### config.mk
export PLATFORM = sky130hd
export DESIGN_NAME = iwc_ctrl
export DESIGN_NICKNAME = d
export VERILOG_FILES = /design/src/iwc_wake.sv /design/src/iwc_ctrl.sv
export SDC_FILE = /design/constraint.sdc
export NUM_CORES = 1
export LEC_CHECK = 0
export BUFFER_PORTS_ARGS = -buffer_cell sky130_fd_sc_hd__buf_2
export CAP_MARGIN = 20
export CORE_MARGIN = 4
export CORE_UTILIZATION = 47
export CTS_CLUSTER_SIZE = 8
export DETAILED_ROUTE_END_ITERATION = 10
export MAX_ROUTING_LAYER = met4
export PLACE_DENSITY = 0.86
export SLEW_MARGIN = 20
export SYNTH_ARGS = -nofsm -noshare
export SYNTH_HDL_FRONTEND = slang
export SYNTH_SLANG_ARGS = --single-unit
### constraint.sdc
create_clock -name i_clk -period 45 [get_ports i_clk]
set_clock_uncertainty 0.2 [all_clocks]
set_input_delay 9 -clock i_clk [delete_from_list [all_inputs] [get_ports i_clk]]
set_output_delay 9 -clock i_clk [all_outputs]
set_load 0.05 [all_outputs]
### src/iwc_wake.sv
// Function
// - nested preemption across four priority levels
// - two-bit priority field per source
// - thirty-two vectors, each own input, pending, priority
// - request to handler start within fifteen cycles
// - pending interrupt wakes wait and low-power wait
// - stopped clocks: detect wake, restart system clock
// - after restart, pending interrupt handled normally
// - wakes from partial stop, stop, low-power stop
// - reset pin, watchdog, clock/lock loss wake
// - enabled pin interrupts wake from stop modes
// - clocked peripherals wake only on slow/external osc
// - converter wake optional, needs slow/external osc
// - clock generator wakes only stop, slow osc
// - vector controller off in stop; wake controller wakes
// - wait instructions enter wait or stop per configuration
package iwc_pkg;
    localparam int unsigned NUM_VEC     = 32;          // vector count
    localparam int unsigned VEC_W       = 5;           // vector number width
    localparam int unsigned PRIO_W      = 2;           // priority field width
    localparam int unsigned NUM_LVL     = 4;           // priority levels, 0 highest
    localparam int unsigned LAT_MAX_CYC = 15;          // request to handler, cycles
    localparam int unsigned PIN_W       = 8;           // pin interrupt lines
    localparam int unsigned NUM_CLKD    = 6;           // wake sources needing a clock
    localparam int unsigned NUM_FREE    = 5;           // always-running wake sources
    localparam int unsigned NUM_RST     = 4;           // reset-type wake sources
    localparam int unsigned WSRC_N      = 14;          // wake cause vector width
    // wake cause bit positions
    localparam int unsigned WS_RESET    = 0;
    localparam int unsigned WS_PIN      = 1;
    localparam int unsigned WS_CLKD0    = 2;           // compare, 3 serial, periodic, converter
    localparam int unsigned WS_CONV     = 7;           // converter within the clocked group
    localparam int unsigned WS_FREE0    = 8;           // tick timer, rtc, can, touch, nmi
    localparam int unsigned WS_GEN      = 13;          // clock generator
    // peripheral clock source codes
    localparam logic [1:0]  CK_NONE     = 2'h0;
    localparam logic [1:0]  CK_SLOW     = 2'h1;        // slow_internal_osc
    localparam logic [1:0]  CK_XOSC     = 2'h2;        // external_oscillator
    localparam logic [1:0]  CK_FAST     = 2'h3;
    // sleep configuration codes
    localparam logic [1:0]  CFG_WAIT    = 2'h0;
    localparam logic [1:0]  CFG_STOP    = 2'h1;
    localparam logic [1:0]  CFG_PSTOP   = 2'h2;
    localparam logic [1:0]  PRIO_RST    = 2'h3;        // lowest level
    localparam logic [3:0]  ACT_RST     = 4'h0;        // nothing running
    localparam logic [NUM_VEC-1:0] PEND_RST = 32'h0000_0000;
    localparam logic [WSRC_N-1:0]  CAUSE_RST = 14'h0000;

    typedef enum logic [2:0] {
        IWC_RUN    = 3'b000,
        IWC_WAIT   = 3'b001,
        IWC_LPWAIT = 3'b010,
        IWC_STOP   = 3'b011,
        IWC_LPSTOP = 3'b100,
        IWC_PSTOP  = 3'b101,
        IWC_RESUME = 3'b110
    } iwc_mode_t;
endpackage

`timescale 1ns/1ns
// async_wake_controller: runs on the always-on clock, system clock may be off
module iwc_wake
    import iwc_pkg::*;
(
    input  wire logic                  i_clk,
    input  wire logic                  i_resetn,
    input  wire logic                  i_ce,
    input  wire logic                  i_stop_active,  // any stop state
    input  wire logic                  i_plain_stop,   // stop, not low-power stop
    input  wire logic [NUM_RST-1:0]    i_reset_src,    // pin, watchdog, clock loss, lock loss
    input  wire logic [PIN_W-1:0]      i_pin_int,
    input  wire logic [PIN_W-1:0]      i_pin_int_en,   // port control enables
    input  wire logic [NUM_CLKD-1:0]   i_clkd_evt,
    input  wire logic [2*NUM_CLKD-1:0] i_clkd_sel,     // clock source per clocked source
    input  wire logic                  i_conv_wake_en,
    input  wire logic [NUM_FREE-1:0]   i_free_evt,
    input  wire logic                  i_gen_evt,
    input  wire logic                  i_gen_slow,     // generator on slow internal osc
    input  wire logic [WSRC_N-1:0]     i_wake_mask,
    output logic                       o_wake,
    output logic [WSRC_N-1:0]          o_wake_cause
);
    // only the two low-power oscillators keep running in stop
    function automatic logic clk_ok(input logic [1:0] sel);
        clk_ok = (sel == CK_SLOW) || (sel == CK_XOSC);
    endfunction

    logic [WSRC_N-1:0] cause;       // qualified events this cycle
    logic              next_wake;
    logic [WSRC_N-1:0] next_cause;

    // qualify each source but the reset group against the mask, clocked ones also against their clock
    always_comb begin
        cause = CAUSE_RST;
        cause[WS_RESET] = |i_reset_src;
        cause[WS_PIN]   = |(i_pin_int & i_pin_int_en) & i_wake_mask[WS_PIN];
        for (int k = 0; k < NUM_CLKD; k++) begin
            cause[WS_CLKD0+k] = i_clkd_evt[k] & clk_ok(i_clkd_sel[2*k +: 2])
                                & i_wake_mask[WS_CLKD0+k];
        end
        // converter is opt-in on top of the mask
        cause[WS_CONV] = cause[WS_CONV] & i_conv_wake_en;
        for (int k = 0; k < NUM_FREE; k++) begin
            cause[WS_FREE0+k] = i_free_evt[k] & i_wake_mask[WS_FREE0+k];
        end
        cause[WS_GEN] = i_gen_evt & i_gen_slow & i_plain_stop & i_wake_mask[WS_GEN];
        next_wake  = i_stop_active && (|cause);
        next_cause = next_wake ? cause : o_wake_cause;
    end

    // registered request to clock control, cause kept for software
    always_ff @(posedge i_clk) begin
        if (!i_resetn) begin
            o_wake       <= 1'b0;
            o_wake_cause <= CAUSE_RST;
        end else if (i_ce) begin
            o_wake       <= next_wake;
            o_wake_cause <= next_cause;
        end
    end
endmodule // iwc_wake

### src/iwc_ctrl.sv
`timescale 1ns/1ns
// nested_vector_controller plus power-mode sequencing
module iwc_ctrl
    import iwc_pkg::*;
(
    input  wire logic                  i_clk,
    input  wire logic                  i_resetn,
    input  wire logic                  i_ce,
    input  wire logic [NUM_VEC-1:0]    i_irq,          // source levels
    input  wire logic [NUM_VEC-1:0]    i_irq_en,
    input  wire logic [2*NUM_VEC-1:0]  i_prio,         // priority_registers image
    input  wire logic                  i_core_ack,     // core took the vector
    input  wire logic                  i_core_exit,    // handler returned
    input  wire logic                  i_slp_irq,      // wait_for_irq_insn executed
    input  wire logic                  i_slp_evt,      // wait_for_event_insn executed
    input  wire logic                  i_event,
    input  wire logic [1:0]            i_stop_cfg,
    input  wire logic                  i_vlp,          // very-low-power configuration
    input  wire logic                  i_clk_stable,   // clock control: clocks back
    input  wire logic [NUM_RST-1:0]    i_reset_src,
    input  wire logic [PIN_W-1:0]      i_pin_int,
    input  wire logic [PIN_W-1:0]      i_pin_int_en,
    input  wire logic [NUM_CLKD-1:0]   i_clkd_evt,
    input  wire logic [2*NUM_CLKD-1:0] i_clkd_sel,
    input  wire logic                  i_conv_wake_en,
    input  wire logic [NUM_FREE-1:0]   i_free_evt,
    input  wire logic                  i_gen_evt,
    input  wire logic                  i_gen_slow,
    input  wire logic [WSRC_N-1:0]     i_wake_mask,
    output logic                       o_irq_req,
    output logic [VEC_W-1:0]           o_irq_vec,
    output logic [PRIO_W-1:0]          o_irq_prio,
    output logic                       o_core_sleep,
    output logic                       o_sys_clk_run,
    output iwc_mode_t                  o_mode,
    output logic                       o_wake,
    output logic [WSRC_N-1:0]          o_wake_cause
);
    // pick the pending source with the numerically lowest level; ties go
    // to the lowest vector, which keeps the choice stable between cycles
    function automatic logic [VEC_W+PRIO_W:0] pick_best(input logic [NUM_VEC-1:0] req,
                                                        input logic [2*NUM_VEC-1:0] prio);
        logic              found;
        logic [VEC_W-1:0]  vec;
        logic [PRIO_W-1:0] lvl;
        found = 1'b0;
        vec   = '0;
        lvl   = PRIO_RST;
        for (int i = NUM_VEC - 1; i >= 0; i--) begin
            if (req[i] && (!found || prio[2*i +: 2] <= lvl)) begin
                found = 1'b1;
                vec   = VEC_W'(i);
                lvl   = prio[2*i +: 2];
            end
        end
        pick_best = {found, vec, lvl};
    endfunction

    // highest active level, the one whose handler is running
    function automatic logic [PRIO_W-1:0] top_level(input logic [NUM_LVL-1:0] act);
        logic [PRIO_W-1:0] lvl;
        lvl = PRIO_RST;
        for (int l = NUM_LVL - 1; l >= 0; l--) begin
            if (act[l]) begin
                lvl = PRIO_W'(l);
            end
        end
        top_level = lvl;
    endfunction

    logic [NUM_VEC-1:0] pend;           // pending latches, one per vector
    logic [NUM_LVL-1:0] act;            // levels with a handler in flight
    logic               evt_sleep;      // current sleep entered by event wait
    logic [NUM_VEC-1:0] next_pend;
    logic [NUM_LVL-1:0] next_act;
    logic               next_req;
    logic [VEC_W-1:0]   next_vec;
    logic [PRIO_W-1:0]  next_prio;
    iwc_mode_t          next_mode;
    logic               next_sleep;
    logic               next_clk_run;
    logic               next_evt_sleep;
    logic               is_stop;        // any stop state
    logic               vect_on;        // vector controller clocked
    logic               best_valid;
    logic [VEC_W-1:0]   best_vec;
    logic [PRIO_W-1:0]  best_prio;
    logic [PRIO_W-1:0]  run_lvl;
    logic               eligible;       // best may preempt what runs
    logic               take;           // core accepts the request

    // wake controller owns every exit from the stop states
    iwc_wake u_wake (
        .i_clk          (i_clk),
        .i_resetn       (i_resetn),
        .i_ce           (i_ce),
        .i_stop_active  (is_stop),
        .i_plain_stop   (o_mode == IWC_STOP),
        .i_reset_src    (i_reset_src),
        .i_pin_int      (i_pin_int),
        .i_pin_int_en   (i_pin_int_en),
        .i_clkd_evt     (i_clkd_evt),
        .i_clkd_sel     (i_clkd_sel),
        .i_conv_wake_en (i_conv_wake_en),
        .i_free_evt     (i_free_evt),
        .i_gen_evt      (i_gen_evt),
        .i_gen_slow     (i_gen_slow),
        .i_wake_mask    (i_wake_mask),
        .o_wake         (o_wake),
        .o_wake_cause   (o_wake_cause)
    );

    // arbitration and pending / active bookkeeping
    always_comb begin
        is_stop  = (o_mode == IWC_STOP) || (o_mode == IWC_LPSTOP) || (o_mode == IWC_PSTOP);
        vect_on  = !is_stop;
        {best_valid, best_vec, best_prio} = pick_best(pend & i_irq_en, i_prio);
        run_lvl  = top_level(act);
        // strictly higher level needed to interrupt a running handler
        eligible = best_valid && ((act == ACT_RST) || (best_prio < run_lvl));
        take     = i_core_ack && o_irq_req;
        next_pend = pend;
        if (vect_on) begin
            for (int i = 0; i < NUM_VEC; i++) begin
                // a fresh request in the ack cycle stays pending
                next_pend[i] = (i_irq[i] & i_irq_en[i])
                               | (pend[i] & ~(take && (o_irq_vec == VEC_W'(i))));
            end
        end
        next_act = act;
        if (i_core_exit) begin
            next_act[run_lvl] = 1'b0;
        end
        if (take) begin
            next_act[o_irq_prio] = 1'b1;
        end
        // drop the request for a cycle after an ack so the taken vector,
        // not yet cleared, is never offered twice
        next_req  = vect_on && eligible && !take;
        next_vec  = next_req ? best_vec : o_irq_vec;
        next_prio = next_req ? best_prio : o_irq_prio;
    end

    always_ff @(posedge i_clk) begin
        if (!i_resetn) begin
            pend       <= PEND_RST;
            act        <= ACT_RST;
            o_irq_req  <= 1'b0;
            o_irq_vec  <= '0;
            o_irq_prio <= PRIO_RST;
        end else if (i_ce) begin
            pend       <= next_pend;
            act        <= next_act;
            o_irq_req  <= next_req;
            o_irq_vec  <= next_vec;
            o_irq_prio <= next_prio;
        end
    end

    // power-mode sequencer
    always_comb begin
        next_mode = o_mode;
        next_evt_sleep = evt_sleep;
        unique case (o_mode)
            IWC_RUN: begin
                // nothing to sleep on if an interrupt is already due
                if ((i_slp_irq || i_slp_evt) && !eligible) begin
                    next_evt_sleep = i_slp_evt && !i_slp_irq;
                    unique case (i_stop_cfg)
                        CFG_STOP:  next_mode = i_vlp ? IWC_LPSTOP : IWC_STOP;
                        CFG_PSTOP: next_mode = IWC_PSTOP;
                        default:   next_mode = i_vlp ? IWC_LPWAIT : IWC_WAIT;
                    endcase
                end
            end
            IWC_WAIT, IWC_LPWAIT: begin
                // vector controller still clocked, it wakes the core
                if (eligible || (evt_sleep && i_event)) begin
                    next_mode = IWC_RUN;
                end
            end
            IWC_STOP, IWC_LPSTOP, IWC_PSTOP: begin
                if (o_wake) begin
                    next_mode = IWC_RESUME;
                end
            end
            IWC_RESUME: begin
                // clocks run again; pending latches refill from the levels
                if (i_clk_stable) begin
                    next_mode = IWC_RUN;
                end
            end
            default: begin
                next_mode = IWC_RUN;
            end
        endcase
        next_sleep   = (next_mode != IWC_RUN);
        next_clk_run = !((next_mode == IWC_STOP) || (next_mode == IWC_LPSTOP)
                         || (next_mode == IWC_PSTOP));
    end

    always_ff @(posedge i_clk) begin
        if (!i_resetn) begin
            o_mode        <= IWC_RUN;
            evt_sleep     <= 1'b0;
            o_core_sleep  <= 1'b0;
            o_sys_clk_run <= 1'b1;
        end else if (i_ce) begin
            o_mode        <= next_mode;
            evt_sleep     <= next_evt_sleep;
            o_core_sleep  <= next_sleep;
            o_sys_clk_run <= next_clk_run;
        end
    end
endmodule // iwc_ctrl

==> metrics.txt, run 1 <==
Post-Syn Area 6620 sq um; Netlist cell types 75; num ports 228; Post-Synth XOR/XNOR Area 0.794%; Clock Tree Buf Depth 2; Placed Cells 1488; Worst End Pin Type register data pin; port bufs roughly 230; global route total overflow 143; Starting Density approximately 48%; status stopped before the end; placed instance area 9170 sq um; Avg Inst Size Synth 7.05 sq um; EDFF count, synth 0; Clock Sink Count 65; RePlAce Congestion ~0.95; Post-CTS Hold Fix Bufs 0; largest net degree at the start of global routing 63; Rows 43; H-tree Lvls 3; Synth Area in Compound Gates 30.8%; worst slack, placed -3.53 ns; Top FF cell, synth dfxtp_1; DP HPWL 19.8 mm; simple-gate share of the synthesized area 27.8%; Post-Synth Adder-Cell Area 12.3%; asr flop ratio synth 0%; synthesized flop and latch total 65; cts bufs inserted 9; Err [ERROR GRT-0232] Routing congestion too high. Check the congestion heatmap in the GUI.; total track usage 71.3%; Synth warnings 0; Die Wd 127 um; Syn Nets roughly 1.2k; sequential area share after synthesis about a fifth; CTS Root Cell clkbuf_16; Post-Synthesis Cells ~940; largest family of logic cells by synthesized area compound AO/OA/AOI/OAI gates; post-synthesis mux area share 3.42%; Worst EP post-GRT repair o_irq_vec[4]$_SDFFE_PN0P_/D; Exit stage 5_1_grt; die height 127 um
metal layers:
metal	GRT overflow	track usage, %
met3	3	49.3
met2	99	92.2
met5	-	-
met4	40	73.5
met1	1	66.5
cells by family after synthesis:
group	after synthesis
AO/OA/AOI/OAI	320
XOR/XNOR	6
adder cells (fa/ha/maj)	65
flip-flops	65
AND/OR/NAND/NOR	370
multiplexers	21
buffers and inverters	91
Yosys cell counts, types with 3 or more instances:
cell / number / area [sq um]
a21boi_0: 5 / 37.5
a211oi_1: 7 / 52.6
clkbuf_1: 14 / 52.6
o311ai_0: 4 / 35.0
nor3_1: 15 / 75.1
or3_1: 15 / 93.8
inv_1: 74 / 278
mux2i_1: 11 / 110
o221ai_1: 3 / 26.3
nor2_1: 58 / 218
a221oi_1: 4 / 35.0
a31o_2: 3 / 26.3
nor4_1: 5 / 31.3
dfxtp_1: 65 / 1300
o21ai_0: 88 / 440
or2_2: 12 / 75.1
and2_1: 12 / 75.1
nand2_1: 112 / 420
nand2b_1: 22 / 138
o2111a_1: 3 / 33.8
a222oi_1: 4 / 40.0
a21oi_1: 99 / 495
a311oi_1: 6 / 52.6
a22oi_1: 10 / 75.1
mux2_2: 9 / 101
o211ai_1: 10 / 75.1
o21ai_1: 4 / 20.0
and3_1: 13 / 81.3
nor2b_1: 20 / 125
o21a_1: 10 / 75.1
a31oi_1: 11 / 68.8
a21o_1: 8 / 60.1
o22ai_1: 3 / 18.8
xor2_1: 5 / 43.8
a22o_1: 3 / 26.3
ha_1: 65 / 813
nand4_1: 8 / 50.1
a2bb2oi_1: 6 / 52.6
nand3_1: 64 / 320
what timing repair did:
action | CTS
setup endpoints to repair | 14
setup buffers | 110
gates cloned | 0
pin swaps | 119
gates resized for setup | 146
through the flow:
step | utilization, % | setup TNS (ns)
CTS | 78.7 | -0.388
detailed placement | 66.3 | -46.72
global placement | 66.3 | -32.37
floorplan | - | 0
==> run 2: changes to the inputs <==
- CORE_UTILIZATION: 47 -> 40
- CTS_CLUSTER_SIZE: 8 -> unset
- MAX_ROUTING_LAYER: met4 -> unset
- PLACE_DENSITY: 0.86 -> unset
- PLACE_DENSITY_LB_ADDON: unset -> 0.15
- clock period: 45 -> 58.5 ns (I/O delays scaled with it)
==> metrics.txt, run 2 <==
status finished, final reports clean; DRT iter0 DRCs 460; Reg power frac 23.6%; clock power share 28.7%; path depth of the worst reg2reg path around 200; Final Setup Violations 0; global route total overflow 0; # DRC 0; CP endpoint kind register; Final Hold Violating Endpoints 0; Routed Antenna Nets 0; die height 137 um (+7.9%); Worst VDD drop 14.6 uV; post-synth top area cell dfxtp_1; setup tns final 0 ns; Final Cycle Share 93.8%; Clk Latency, worst-skew pair between 0.3 and 0.4 ns; Sw Share 39.4%; HP Class reg -> reg; Core Region 16100 sq um; Synth Area in Compound Gates 30.8% (unchanged); Setup crit start kind input pin; port bufs 226 (unchanged); Starting Density 41.2% (-6.6 points); simple-gate share of the synthesized area 27.8% (unchanged); highest clock rate roughly 0.018 GHz; Worst R2R Setup Slack 14.71 ns; Worst-Margin Slew 0.787 ns; Syn Nets 1203 (unchanged); Post-Synthesis Cells 938 (unchanged); CTS Root Cell clkbuf_16; hold path depth 2; global routing's busiest layer met2; Vias/cell 5.53; CP arrival 54.94 ns; most common cell after layout, fill and taps aside buf_2; global routing usage on met2 between 30% and 40%; synth cell count leaders nand2_1, a21oi_1, o21ai_0, inv_1; Synth warnings 0 (unchanged); total track usage between 20% and 30%; EDFF count, synth 0 (unchanged); Pint 0.128 mW; largest registers pend: 32 flops, u_wake.o_wake_cause: 14 flops, o_irq_vec: 5 flops; most frequent CP cell ha_1; Clock Sink Count 65 (unchanged); largest family of logic cells by synthesized area compound AO/OA/AOI/OAI gates; Biggest register pend; routing usage on met1 30.3%; drt first pass iters 5; unrepaired setup endpoints after global routing no; most frequent cells in the layout buf_2, nand2_1, a21oi_1; total of max-cap violations 0; setup ws final 3.62 ns; asr flop ratio synth 0% (unchanged); Post-Synth Adder-Cell Area 12.3% (unchanged); # nets final 1428; Die Wd 137 um (+7.9%); Avg Inst Size Synth 7.05 sq um (unchanged); synthesized flop and latch total 65 (unchanged); Tot Pwr ~0.21 mW; Post-Syn Area 6620 sq um (unchanged); hold endpoint pend[9]; CP max stage cell or4b_1; Netlist cell types 75 (unchanged); sequential area share after synthesis 19.7% (unchanged); first-pass GRT wire length 33.5 mm; worst stage delay on the critical path 0.55 ns; Power Density 25.2 nW/um^2; share of layout cells above drive strength 1 25.4%; GR Util met3 under 10%; Combinational Power Share 47.7%; crit path kind in -> reg; cts bufs inserted 9 (unchanged); worst slack, placed 2.70 ns (+6.23 ns); initial antenna violation count 0; top-count cell post-synth nand2_1; r2r startpoint pend[31]; WL/cell 15.9 um; P&R area growth vs syn 26.6%; Crit path required time 58.56 ns; R2R Path End o_irq_vec[4]; H-tree Lvls 3 (unchanged); headroom to the max-slew limit between 40% and 50%; Largest register FFs 32; Rows 46 (+7.0%); Top FF cell, synth dfxtp_1; Yosys top cell area share 19.7% (unchanged); antenna diode count 0; crit path max fanout 10; die area 18700 sq um; routed wire length about 22 mm; post-synthesis mux area share 3.42% (unchanged); DP HPWL 18.2 mm (-7.9%); Core Util, Final 52.2%; clock slew at reported path FFs 0.05 ns; TritonCTS clock tree done; largest net degree at the start of global routing 34; setup bufs post-CTS 0 (-100%); Area contributors post-synth dfxtp_1, ha_1, a21oi_1; Post-CTS Hold Fix Bufs 0 (unchanged); FILL cells 1686; Final min period 54.88 ns; num ports 228 (unchanged); DR vias about 7.7k; leakage dissipation between 3 and 4 nW; Post-Synth XOR/XNOR Area 0.794% (unchanged); Clock Tree Buf Depth 2 (unchanged); Hold Path Origin pend[9]; max-slew violation count 0; Psw 0.0830 mW; RePlAce Congestion 0.924 (-3.1%); vias in the first global route about 7k
-- run 2: cell counts after synthesis --
No cell type changed its count.
-- run 2: power groups by stage --
stage               clock network, mW  logic [mW]  registers [mW]
finish                         0.0606       0.100          0.0497
global placement                    0      0.0974          0.0505
detailed placement                  0      0.0986          0.0506
global route                   0.0635       0.113          0.0502
floorplan                           0      0.0659          0.0548
CTS                            0.0619      0.0994          0.0497
-- run 2: worst max-delay path by stage --
stage / startpoint / end / slack, ns / cells past startpoint
after floorplan: i_irq_en[31] / o_sys_clk_run / 9.66 / 203
after global placement: i_irq_en[31] / o_irq_vec[4] / 2.66 / 201
after detailed placement: i_irq_en[31] / o_irq_vec[4] / 2.70 / 206
after CTS: i_irq_en[31] / o_irq_vec[4] / 2.78 / 206
after global routing: i_irq_en[31] / o_irq_vec[0] / 0.12 / 207
final: i_irq_en[31] / o_irq_vec[4] / 3.62 / 204
-- run 2: per-stage QoR --
stage | instances | hold WS, ns | cell area, sq um
after floorplan | 938 | 0.250 | 6620
after global placement | 1367 | 0.256 | 7990
after detailed placement | 1367 | 0.264 | 7990
after CTS | 1383 | 0.275 | 8320
after global routing | 1384 | 0.297 | 8380
final | 1384 | 0.272 | 8380
-- run 2: area by class of cell --
type / instances / area (sq um) / area share (%)
flip-flops and latches: 65 / 1300 / 15.5
multi-input cells: 782 / 5030 / 60.0
clock buffers: 11 / 253 / 3.02
well taps: 216 / 270 / 3.23
clock inverters: 5 / 85.1 / 1.02
inverters: 75 / 282 / 3.36
repair buffers: 230 / 1160 / 13.8
-- run 2: layer usage --
metal / vias to the layer above / part of all wire [%]
met5: - / 0
met4: 0 / 1.3
met3: 18 / 7.8
met2: 272 / 47
met1: 3453 / 44
li1: 3914 / -
-- run 2: repair_timing --
item | in CTS | in global routing
endpoints found under the hold margin | 0 | 0
resized for setup | 0 | 9
setup endpoints to repair | 0 | 14
-- run 2: cells by family (layout without fill, tap and decap cells) --
group,after synthesis,in the layout
DFF,65,65
adders and majority gates,65,65
AOI/OAI and AO/OA,320,320
xor gates and xnor gates,6,6
muxes,21,21
and+or+nand+nor,370,370
buffers and inverters,91,321
-- run 2: worst max-delay path, delay by kind of cell --
family / cells / cell delay (ns)
AO/OA/AOI/OAI: 100 / 21.54
AND/OR/NAND/NOR: 55 / 9.82
adder cells (fa/ha/maj): 32 / 8.57
multiplexers: 8 / 2.55
buffers and inverters: 9 / 0.73
(Power assumes the default switching activity.)
